`src/error_bank_pkg.sv`:
```
package error_bank_pkg;

    ////////////////////////////////////////////////////////////////////////
    // register map, word addresses on the plain port
    localparam logic [3:0] ADDR_STATUS_LO = 4'h0;
    localparam logic [3:0] ADDR_STATUS_HI = 4'h1;
    localparam logic [3:0] ADDR_IRQ_STAT = 4'h2;
    localparam logic [3:0] ADDR_IRQ_MASK = 4'h3;
    localparam int HI_VAL_BIT = 31;
    localparam int HI_OVER_BIT = 30;

    ////////////////////////////////////////////////////////////////////////
    // field values and reset values
    localparam logic [7:0] COUNT_RESET = 8'h00;
    localparam logic [7:0] COUNT_FIRST = 8'h01;
    localparam logic [7:0] COUNT_MAX = 8'hFF;
    localparam logic [1:0] THR_NONE = 2'h0;
    localparam logic [1:0] THR_GREEN = 2'h1;
    localparam logic [1:0] THR_YELLOW = 2'h2;
    localparam logic [1:0] THR_RSVD = 2'h3;
    localparam logic [1:0] AUX_RSVD = 2'h0;
    localparam logic [2:0] L3_NONE = 3'h0;
    localparam logic [2:0] L3_MULTI_CE = 3'h1;
    localparam logic [2:0] L3_MULTI_UE = 3'h2;
    localparam logic [2:0] L3_MULTI_TAG = 3'h3;
    localparam logic [2:0] L3_ONE_CE = 3'h5;
    localparam logic [2:0] L3_ONE_UE = 3'h6;
    localparam logic [2:0] L3_MIXED = 3'h7;
    localparam logic [1:0] L3_RSVD = 2'h0;
    localparam logic [10:0] L3_FIXED = 11'h100;
    localparam logic [63:0] STATUS_RESET = 64'h0000_0000_0000_0000;
    localparam logic [2:0] IRQ_RESET = 3'h0;
    localparam logic [31:0] RD_RESET = 32'h0000_0000;
    localparam int IRQ_LOGGED = 0;
    localparam int IRQ_OVER = 1;
    localparam int IRQ_SAT = 2;

    ////////////////////////////////////////////////////////////////////////
    // carriers
    typedef struct packed {
        logic [1:0] rsvd_hi;
        logic [1:0] thr;
        logic syn_valid;
        logic [7:0] syndrome;
        logic [1:0] rsvd_lo;
        logic [1:0] misc_fmt;
        logic [7:0] count;
    } aux_s;

    typedef struct packed {
        logic val;
        logic over;
        logic uc;
        logic en;
        logic misc_valid;
        logic addrv;
        logic pcc;
        aux_s aux;
        logic [15:0] model;
        logic [15:0] machine_check_arch;
    } status_s;

    typedef struct packed {
        logic [10:0] fixed;
        logic [1:0] rsvd;
        logic [2:0] code;
    } l3_code_s;

    typedef struct packed {
        logic valid;
        logic uncorrected;
        logic pcc;
        logic en;
        logic addrv;
        logic misc_valid;
        logic [1:0] misc_fmt;
        logic ecc_syn_valid;
        logic [7:0] syndrome;
        logic thr_track;
        logic thr_above;
        logic is_l3;
        logic ce_one;
        logic ce_multi;
        logic ue_one;
        logic ue_multi;
        logic tag_multi;
        logic [15:0] model_code;
        logic [15:0] mca_code;
    } ev_s;

    typedef struct packed {
        logic [7:0] count;
    } counter_state_s;

    typedef struct packed {
        status_s status;
        logic [2:0] irq_stat;
        logic [2:0] irq_mask;
        logic [31:0] rd_data;
        logic irq;
    } top_state_s;

    ////////////////////////////////////////////////////////////////////////
    // saturating step, shared by the counter and the status mirror
    function automatic logic [7:0] sat_inc(input logic [7:0] c);
        return (c == COUNT_MAX) ? c : c + 8'h01;
    endfunction

    // mixed report outranks single-kind ones; uncorrectable before correctable
    function automatic logic [2:0] l3_code(input ev_s ev);
        logic any_ce;
        logic any_ue;
        any_ce = ev.ce_one | ev.ce_multi;
        any_ue = ev.ue_one | ev.ue_multi;
        if (any_ce && any_ue) begin
            return L3_MIXED;
        end else if (ev.ue_multi) begin
            return L3_MULTI_UE;
        end else if (ev.ue_one) begin
            return L3_ONE_UE;
        end else if (ev.ce_multi) begin
            return L3_MULTI_CE;
        end else if (ev.ce_one) begin
            return L3_ONE_CE;
        end else if (ev.tag_multi) begin
            return L3_MULTI_TAG;
        end
        return L3_NONE;
    endfunction

endpackage

```
`src/sat_event_counter.sv`:
```
`timescale 1ns/1ps
module sat_event_counter (
    input wire logic clock_i,
    input wire logic rst_i,
    input wire logic ce_i,
    input wire logic bump_i,
    output logic [7:0] count_o
);

    error_bank_pkg::counter_state_s state;
    error_bank_pkg::counter_state_s next_state;

    ////////////////////////////////////////////////////////////////////////
    // only the cold reset clears it; nothing software does reaches this
    always_comb begin
        next_state = state;
        if (ce_i && bump_i) begin
            next_state.count = error_bank_pkg::sat_inc(state.count);
        end
    end

    always_ff @(posedge clock_i or posedge rst_i) begin
        if (rst_i) begin
            state.count <= error_bank_pkg::COUNT_RESET;
        end else begin
            state <= next_state;
        end
    end

    assign count_o = state.count;
endmodule

```
`src/error_bank_info_formatter.sv`:
```
`timescale 1ns/1ps
module error_bank_info_formatter (
    input wire logic CLOCK_I,
    input wire logic SYS_RST_I,
    input wire logic CE_I,
    input wire error_bank_pkg::ev_s EVENT_I,
    input wire logic [3:0] ADDR_I,
    input wire logic [31:0] WDATA_I,
    input wire logic WR_I,
    input wire logic RD_I,
    output logic [31:0] RD_DATA_O,
    output error_bank_pkg::status_s STATUS_O,
    output logic IRQ_O
);

    error_bank_pkg::top_state_s state;
    error_bank_pkg::top_state_s next_state;
    logic [7:0] count;
    logic bump;
    logic take_ev;
    logic keep_old;
    logic syn_expect;
    logic ev_uc;
    logic ev_misc_info_valid;
    logic [2:0] l3_expect;
    error_bank_pkg::l3_code_s l3_word;
    error_bank_pkg::aux_s aux_new;

    ////////////////////////////////////////////////////////////////////////
    // correctable event counter
    assign bump = EVENT_I.valid && !EVENT_I.uncorrected;

    sat_event_counter counter_u (
        .clock_i(CLOCK_I),
        .rst_i(SYS_RST_I),
        .ce_i(CE_I),
        .bump_i(bump),
        .count_o(count)
    );

    ////////////////////////////////////////////////////////////////////////
    // event classification; a logged uncorrected error is never replaced
    // by a later corrected one, so the latest uncorrected error stays visible
    assign keep_old = state.status.val && state.status.uc && !EVENT_I.uncorrected;
    assign take_ev = CE_I && EVENT_I.valid && !keep_old;
    assign syn_expect = EVENT_I.ecc_syn_valid && !EVENT_I.uncorrected;
    assign ev_uc = EVENT_I.uncorrected;
    assign ev_misc_info_valid = EVENT_I.misc_valid;
    assign l3_expect = error_bank_pkg::l3_code(EVENT_I);

    // level-3 model code word
    always_comb begin
        l3_word.code = l3_expect;
        l3_word.rsvd = error_bank_pkg::L3_RSVD;
        l3_word.fixed = error_bank_pkg::L3_FIXED;
    end

    // auxiliary field, one layout for all error types
    always_comb begin
        aux_new.count = error_bank_pkg::sat_inc(count);
        if (EVENT_I.uncorrected) begin
            aux_new.count = count;
        end
        aux_new.rsvd_lo = error_bank_pkg::AUX_RSVD;
        aux_new.rsvd_hi = error_bank_pkg::AUX_RSVD;
        aux_new.misc_fmt = EVENT_I.misc_valid ? EVENT_I.misc_fmt : 2'h0;
        aux_new.syn_valid = syn_expect;
        aux_new.syndrome = syn_expect ? EVENT_I.syndrome : 8'h00;
        // uncorrected leaves the field undefined; zero is the quiet choice
        if (EVENT_I.uncorrected || !EVENT_I.thr_track) begin
            aux_new.thr = error_bank_pkg::THR_NONE;
        end else if (EVENT_I.thr_above) begin
            aux_new.thr = error_bank_pkg::THR_YELLOW;
        end else begin
            aux_new.thr = error_bank_pkg::THR_GREEN;
        end
    end

    ////////////////////////////////////////////////////////////////////////
    // next state: bus first, events after, so a set beats a same-cycle clear
    always_comb begin
        next_state = state;
        if (CE_I) begin
            // register read, answer held until the next read
            if (RD_I) begin
                if (ADDR_I == error_bank_pkg::ADDR_STATUS_LO) begin
                    next_state.rd_data = state.status[31:0];
                end else if (ADDR_I == error_bank_pkg::ADDR_STATUS_HI) begin
                    next_state.rd_data = state.status[63:32];
                end else if (ADDR_I == error_bank_pkg::ADDR_IRQ_STAT) begin
                    next_state.rd_data = {29'h0000_0000, state.irq_stat};
                    next_state.irq_stat = error_bank_pkg::IRQ_RESET;
                end else if (ADDR_I == error_bank_pkg::ADDR_IRQ_MASK) begin
                    next_state.rd_data = {29'h0000_0000, state.irq_mask};
                end else begin
                    next_state.rd_data = error_bank_pkg::RD_RESET;
                end
            end
            // register write; writing zero clears the sticky log flags
            if (WR_I) begin
                if (ADDR_I == error_bank_pkg::ADDR_STATUS_HI) begin
                    if (!WDATA_I[error_bank_pkg::HI_VAL_BIT]) begin
                        next_state.status.val = 1'b0;
                    end
                    if (!WDATA_I[error_bank_pkg::HI_OVER_BIT]) begin
                        next_state.status.over = 1'b0;
                    end
                end else if (ADDR_I == error_bank_pkg::ADDR_IRQ_MASK) begin
                    next_state.irq_mask = WDATA_I[2:0];
                end
            end
            // error event
            if (EVENT_I.valid) begin
                next_state.status.val = 1'b1;
                next_state.irq_stat[error_bank_pkg::IRQ_LOGGED] = 1'b1;
                if (state.status.val) begin
                    next_state.status.over = 1'b1;
                    next_state.irq_stat[error_bank_pkg::IRQ_OVER] = 1'b1;
                end
                if (bump && count == 8'hFE) begin
                    next_state.irq_stat[error_bank_pkg::IRQ_SAT] = 1'b1;
                end
                // count mirror follows even when the old entry is kept
                next_state.status.aux.count = aux_new.count;
                if (take_ev) begin
                    next_state.status.aux = aux_new;
                    next_state.status.uc = EVENT_I.uncorrected;
                    next_state.status.misc_valid = EVENT_I.misc_valid;
                    next_state.status.pcc = EVENT_I.pcc;
                    next_state.status.en = EVENT_I.en;
                    next_state.status.addrv = EVENT_I.addrv;
                    next_state.status.machine_check_arch = EVENT_I.mca_code;
                    next_state.status.model = EVENT_I.is_l3 ? l3_word : EVENT_I.model_code;
                end
            end
            next_state.irq = |(next_state.irq_stat & next_state.irq_mask);
        end
    end

    ////////////////////////////////////////////////////////////////////////
    // state register
    always_ff @(posedge CLOCK_I or posedge SYS_RST_I) begin
        if (SYS_RST_I) begin
            state.status <= error_bank_pkg::STATUS_RESET;
            state.irq_stat <= error_bank_pkg::IRQ_RESET;
            state.irq_mask <= error_bank_pkg::IRQ_RESET;
            state.rd_data <= error_bank_pkg::RD_RESET;
            state.irq <= 1'b0;
        end else begin
            state <= next_state;
        end
    end

    // outputs straight from the state register
    assign RD_DATA_O = state.rd_data;
    assign STATUS_O = state.status;
    assign IRQ_O = state.irq;
endmodule

```
`config.mk`:
```
export PLATFORM = sky130hd
export DESIGN_NAME = error_bank_info_formatter
export DESIGN_NICKNAME = d
export VERILOG_FILES = /design/src/error_bank_pkg.sv /design/src/sat_event_counter.sv /design/src/error_bank_info_formatter.sv
export SDC_FILE = /design/constraint.sdc
export NUM_CORES = 1
export LEC_CHECK = 0
export BUFFER_PORTS_ARGS = -buffer_cell sky130_fd_sc_hd__buf_2
export CORE_MARGIN = 4
export CORE_UTILIZATION = 52
export CTS_BUF_LIST = sky130_fd_sc_hd__clkbuf_2 sky130_fd_sc_hd__clkbuf_4 sky130_fd_sc_hd__clkbuf_8
export DETAILED_ROUTE_END_ITERATION = 8
export PLACE_DENSITY = 0.93
export SLEW_MARGIN = 20
export SYNTH_ARGS = -nofsm -noshare
export SYNTH_HDL_FRONTEND = slang
export SYNTH_SLANG_ARGS = --single-unit
```
`constraint.sdc`:
```
create_clock -name CLOCK_I -period 3.3 [get_ports CLOCK_I]
set_input_delay 0 -clock CLOCK_I [delete_from_list [all_inputs] [get_ports CLOCK_I]]
set_output_delay 0 -clock CLOCK_I [all_outputs]
set_load 0.1 [all_outputs]
```
==> key figures, run 1 <==
Floorplanning
  • Initial core utilization: roughly 53%
  • Die Y: between 100 and 150 um
  • IO Pins: approximately 200
  • Core area: between 10000 and 15000 um^2
  • Die area: 12800 um^2
  • Die W: ~110 um
  • FP Rows: 38

STA
  • Hold Fails Final Rpt: 0
  • Achievable Freq: about 430 MHz
  • Worst Skew: roughly 12 ps
  • Part of the cycle the worst path needs: between 70% and 80%
  • RSZ-0062 raised after global routing: no
  • Final min period: approximately 2400 ps
  • Relative slew margins: between 40 and 50%
  • Setup TNS: 0 ps
  • Final setup viols: 0
  • Slew Viols, Final: 0
  • Worst Max-Slew Pin Slew: between 800 and 900 ps

Outcome
  • Status: finished, final reports clean

GRT
  • Initial antenna violation count: 0
  • Vias in the first global route: 4505
  • GR Overflow Total: 0
  • Global-route wire length before repair: between 20000 and 25000 um
  • Largest net degree at the start of global routing: just over 80
  • Tot GR Track Use: between 20% and 30%

Setup path
  • Reg-to-reg endpoint: STATUS_O[53]
  • CP endpoint kind: flip-flop
  • Max FO, Critical Path: between 40 and 50
  • Slowest-stage cell, CP: o21ai_4
  • Arr. time, crit path: about 2700 ps
  • FF-to-FF Start: STATUS_O[63]
  • CP Buf/Inv Count: 2
  • CP max stage delay: about 610 ps
  • Most used cell, CP: nand2_1
  • Reg2Reg Depth: 6
  • Worst Path Required: 3610 ps
  • Internal reg-to-reg setup slack: about 950 ps
  • WS Path Type: flip-flop to flip-flop
  • CP startpoint kind: flip-flop
  • Worst path top cell family by delay: buffers and inverters
  • Crit-path cells: nand2_1 -> o21ai_4 -> buf_12 -> nand2_1 -> o41ai_1 -> dlygate4sd3_1
  • Critical path origin: STATUS_O[63]

Detailed routing
  • Vias per inst: approximately 5.5
  • Drt total wl: 14200 um
  • Post-route DRC violation count: 0
  • WL/cell: approximately 18 um
  • Pre-Repair DR Iteration Count: 5
  • Post-route ant nets: 0
  • Initial DRC Count: approximately 340
  • Routed vias: between 4000 and 5000

Hold path
  • Hold Path Depth: 3
  • Hold Crit Start: EVENT_I[55]
  • Worst hold-check path type: primary input to flip-flop
  • Worst Hold Path EP: STATUS_O[61]

Synthesis
  • Post-synthesis sequential area ratio: 46.6%
  • Synth unique cells: 53
  • Ys flop type: dfrtp_1
  • Avg Cell Area, Syn: roughly 10 um^2
  • Area of the mapped netlist: 5740 um^2
  • Largest area contributor in the netlist: dfrtp_1
  • Post-synth EDFFs: 0
  • Yosys reg bits: 107
  • Synth top area cells: dfrtp_1 (47%), buf_4 (13%), mux2_2 (4.7%)
  • Share of the synthesized area in the top cell type: 46.6%
  • Post-synth ARST share: 100%
  • Warnings from Yosys: 0
  • Post-Synthesis Cells: roughly 550

Job
  • Max Cap Viol: 0

Clock tree
  • Num CTS Buffers: 9
  • Clock tree buffer depth: 2
  • CTS tree: done
  • Post-CTS sizing: 0
  • CTS HTree Levels: 3
  • Root cell of the clock tree: clkbuf_8
  • Clk sink count: between 100 and 150
  • Clock latency on the worst-skew pair: 370 ps
  • Clk slew on worst S/H paths: around 100 ps

Layout
  • Nets: roughly 760
  • Commonest non-fill, non-tap cell in the layout: buf_2
  • N_diodes: 0
  • Commonest non-fill, non-tap cells in the layout: buf_2 (163), dfrtp_1 (107), dlygate4sd3_1 (55), nand2_1 (53), nor2_1 (47)
  • Layout area overhead: 15.6%
  • Share of layout cells above drive strength 1: 37.3%

Pwr
  • P_sw: around 2.4 mW
  • Combinational Power Share: between 40 and 50%
  • Total design power: 4.78 mW
  • Seq pwr share: between 30% and 40%
  • Int Power: ~2.4 mW
  • Clock power frac: 18.9%
  • Static Leak: between 3 and 4 nW
  • Max VDD drop: approximately 0.00046 V
  • PD cells: 720 nW/um^2
  • Sw frac: 49.8%

Placed design
  • I/O Buffers: 163
  • RePlAce Congestion: slightly above 0.9
  • Post-DP HPWL: just under 10000 um
final cells by class:
type / instances / area (um^2)
Fill cell: 845 / 4200
Timing Repair Buffer: 224 / 1420
Sequential cell: 107 / 2680
Inverter: 5 / 23.8
Multi-Input combinational cell: 314 / 2110
Clock inverter: 4 / 73.8
Tap cell: 140 / 175
Clock buffer: 11 / 151
power by group through the flow:
stage	Combinational (mW)	Sequential, mW	Clock, mW
after floorplan	2.03	1.71	0
after global placement	2.05	1.74	0
after detailed placement	2.08	1.76	0
after CTS	2.13	1.74	0.922
after global routing	2.22	1.77	0.981
final	2.13	1.75	0.905
worst register-to-register path: stages, from the launching register on:
cell and delay, ps:
dfrtp_1 500, nand2_1 150, o21ai_4 610, buf_12 300, nand2_1 90, o41ai_1 60, dlygate4sd3_1 590
logic make-up after synthesis:
logic type               share of synthesized area [%]
AO/OA/AOI/OAI                                     14.5
AND/OR/NAND/NOR                                   14.3
XOR/XNOR                                         0.305
buffers and inverters                             16.8
flip-flops                                        46.6
multiplexers                                      7.02
other                                           0.0653
adder cells (fa/ha/maj)                          0.436
flip-flops by register name, indices dropped and copies added (netlist names):
name and flops:
state 6, IRQ_O 1, counter_u.count_o 8, RD_DATA_O 32, STATUS_O 60
stage by stage:
step / hold slack [ps] / utilization [%] / area, um^2 / setup slack [ps] / std cells
after floorplan: 96.1 / - / 5750 / 483 / 556
after CTS: 15.2 / 61.2 / 6640 / 923 / 805
final: 26.8 / 61.2 / 6640 / 948 / 805
after detailed placement: 225 / 54.1 / 5860 / 1240 / 735
after global placement: 215 / 54.1 / 5860 / 1350 / 735
after global routing: 57.0 / 61.2 / 6640 / 731 / 805
cells in the mapped netlist (12+ instances only):
cell type	number
a221oi_2	14
a22o_1	13
buf_2	17
buf_4	98
dfrtp_1	107
mux2_2	24
nand2_1	53
nand2b_1	14
nand3_1	12
nor2_1	47
nor2_2	15
o21ai_0	35
per-layer routing:
metal / vias up / track usage (%) / wire, um
li1: 2023 / - / -
met1: 2172 / 29.0 / 5860
met2: 198 / 38.3 / 7130
met3: 15 / 3.21 / 1030
met4: 0 / 6.81 / 164
met5: - / 0 / 0
worst max-delay path by stage:
stage                   endpoint  cells after the start
floorplan                  IRQ_O                      1
global placement    STATUS_O[11]                      4
detailed placement  STATUS_O[11]                      4
CTS                 STATUS_O[53]                      6
global route        STATUS_O[53]                      6
finish              STATUS_O[53]                      6
repair_timing:
item	4_1_cts	5_1_grt
buffers inserted	0	0
hold buffers	55	0
endpoints found under the hold margin	132	0
Note: power is estimated with default switching activity, not from simulation.
==> run 2: changes to the inputs <==
- clock period: 3.3 -> 2.3 ns (I/O delays scaled with it)
==> key figures, run 2 (synthesis results as in run 1) <==
Outcome
  • Status: finished, final reports clean

Pwr
  • Static Leak: 3.25 nW (+0.16%)
  • PD cells: 1000 nW/um^2 (+39%)
  • Combinational Power Share: 46.1% (+1.5 points)
  • Max VDD drop: 0.00106 V (+130%)
  • Int Power: 3.20 mW (+33%)
  • Seq pwr share: 37.6% (+1.1 points)
  • P_sw: 3.46 mW (+46%)
  • Clock power frac: 16.3% (-2.6 points)
  • Sw frac: 52.0% (+2.2 points)

Placed design
  • Post-DP HPWL: 10200 um (+5.1%)
  • DP Area: 5910 um^2 (+0.92%)
  • I/O Buffers: 163 (unchanged)
  • RePlAce Congestion: 0.931 (+2.3%)

STA
  • Final setup viols: 0 (unchanged)
  • Setup TNS: 0 ps (unchanged)
  • Worst Skew: 13.2 ps (+1.12 ps)
  • RSZ-0062 raised after global routing: no
  • Final min period: 1780 ps (-571 ps)
  • Worst Max-Slew Pin Slew: 692 ps (-128 ps)
  • Achievable Freq: 561 MHz (+32%)
  • Hold Fails Final Rpt: 0 (unchanged)
  • Relative slew margins: 53.8% (+8.7 points)
  • Part of the cycle the worst path needs: 77.5% (+6.2 points)
  • Slew Viols, Final: 0 (unchanged)

Layout
  • Fin area: 6640 um^2 (about the same)
  • Max reg flops: 60 (unchanged)
  • Register area: 2680 um^2 (unchanged)
  • N_diodes: 0 (unchanged)
  • Fill cell count: 861 (+1.9%)
  • Share of layout cells above drive strength 1: 38.0% (+0.75 points)
  • Layout area overhead: 15.7% (about the same)
  • Area occupied by multi-input gates: 2110 um^2 (unchanged)
  • Nets: 768 (+0.92%)
  • Commonest non-fill, non-tap cell in the layout: buf_2
  • Commonest non-fill, non-tap cells in the layout: buf_2 (163), dfrtp_1 (107), dlygate4sd3_1 (55), nand2_1 (53), nor2_1 (47)

Detailed routing
  • Vias per inst: 5.52 (+0.72%)
  • Pre-Repair DR Iteration Count: 4 (-1)
  • Routed vias: 4484 (+1.7%)
  • WL/cell: 18.2 um (+3.3%)
  • Post-route DRC violation count: 0 (unchanged)
  • Drt total wl: 14800 um (+4.4%)
  • Initial DRC Count: 387 (+13%)
  • Post-route ant nets: 0 (unchanged)

Floorplanning
  • IO Pins: 195 (unchanged)
  • Core area: 10800 um^2 (unchanged)
  • Die Y: 113 um (unchanged)
  • FP Rows: 38 (unchanged)
  • Initial core utilization: 53.0% (unchanged)
  • Die W: 113 um (unchanged)
  • Die area: 12800 um^2 (unchanged)

Clock tree
  • Root cell of the clock tree: clkbuf_8
  • Post CTS Setup Buffer Count: 0 (unchanged)
  • Num CTS Buffers: 9 (unchanged)
  • Hold_buf cts: 55 (unchanged)
  • Clk sink count: 107 (unchanged)
  • CTS tree: done
  • CTS HTree Levels: 3 (unchanged)
  • Clock tree buffer depth: 2 (unchanged)
  • Clock latency on the worst-skew pair: 380 ps (about the same)
  • Clk slew on worst S/H paths: 100 ps (about the same)
  • Post-CTS sizing: 0 (unchanged)

Setup path
  • WS Path Type: flip-flop to flip-flop
  • Arr. time, crit path: 2060 ps (-610 ps)
  • Max FO, Critical Path: 6 (-85%)
  • CP endpoint kind: flip-flop
  • Worst Path Required: 2580 ps (-1030 ps)
  • CP startpoint kind: flip-flop

Job
  • Max Cap Viol: 0 (unchanged)

GRT
  • GR Overflow Total: 0 (unchanged)
  • Global-route wire length before repair: 24100 um (+5.9%)
  • Initial antenna violation count: 0 (unchanged)
  • Vias in the first global route: 4780 (+6.1%)
  • Tot GR Track Use: 23.8% (+1.6 points)
  • Largest net degree at the start of global routing: 54 (-34%)

Hold path
  • Worst hold-check path type: primary input to flip-flop
[run 2: cell types whose count changed in the layout (fill, tap and decap cells not counted)]
| cell | before | now |
|---|---|---|
| buf_4 | 5 | 12 |
| bufinv_16 | 2 | 0 |
| clkbuf_8 | 11 | 9 |
| clkinv_4 | 1 | 3 |
| clkbuf_4 | 0 | 1 |
| clkinvlp_4 | 0 | 1 |
| inv_6 | 1 | 2 |
[run 2: per-stage QoR]
stage                     power [mW]  hold WS [ps]  cells  setup slack [ps]  util (%)
after floorplan                 5.37          96.1    556               757         -
after detailed placement        5.53           145    742               552      54.5
after global routing            6.96          70.8    813               328      61.3
after CTS                       6.68          16.2    813               534      61.3
final                           6.67          28.7    813               519      61.3
after global placement          5.44           127    742               654      54.5
[run 2: layout make-up]
class                      instances  area share (%)
sequential                       107            40.3
multi-input combinational        314            31.8
tap                              140            2.64
timing repair buffer             231            22.2
inverter                           5           0.339
clock buffer                      10            1.98
clock inverter                     6           0.734
[run 2: path summary, 6_finish.rpt]
path                                       from              endpoint  slack [ps]  depth (start not counted)
max in group asynchronous             SYS_RST_I          RD_DATA_O[8]        1280                          4
hold reg to reg                   RD_DATA_O[24]         RD_DATA_O[24]         480                          2
min in group asynchronous             SYS_RST_I         RD_DATA_O[30]         270                          3
setup / recovery           counter_u.count_o[0]  counter_u.count_o[4]         520                          4
hold / removal                             WR_I          STATUS_O[62]          30                          4
setup reg to reg           counter_u.count_o[0]  counter_u.count_o[4]         520                          4
[run 2: metal layers]
layer | vias to the layer above | wire [um] | track usage [%]
met5 | - | 0 | 0
met4 | 0 | 408 | 10.4
met3 | 38 | 1210 | 5.40
met2 | 221 | 7430 | 40.6
met1 | 2181 | 5750 | 28.9
li1 | 2044 | - | -
[run 2: critical path, cell delays in order, from the launching register on]
cell	delay [ps]
dfrtp_1	470
ha_1	260
nand3_1	220
nor3_1	350
mux2_2	370
[run 2: power groups by stage]
stage / Sequential [mW] / Combinational, mW / Clock (mW)
CTS: 2.49 / 3.07 / 1.12
finish: 2.50 / 3.07 / 1.09
global route: 2.55 / 3.20 / 1.21
floorplan: 2.46 / 2.91 / 0
global placement: 2.50 / 2.94 / 0
detailed placement: 2.53 / 2.99 / 0
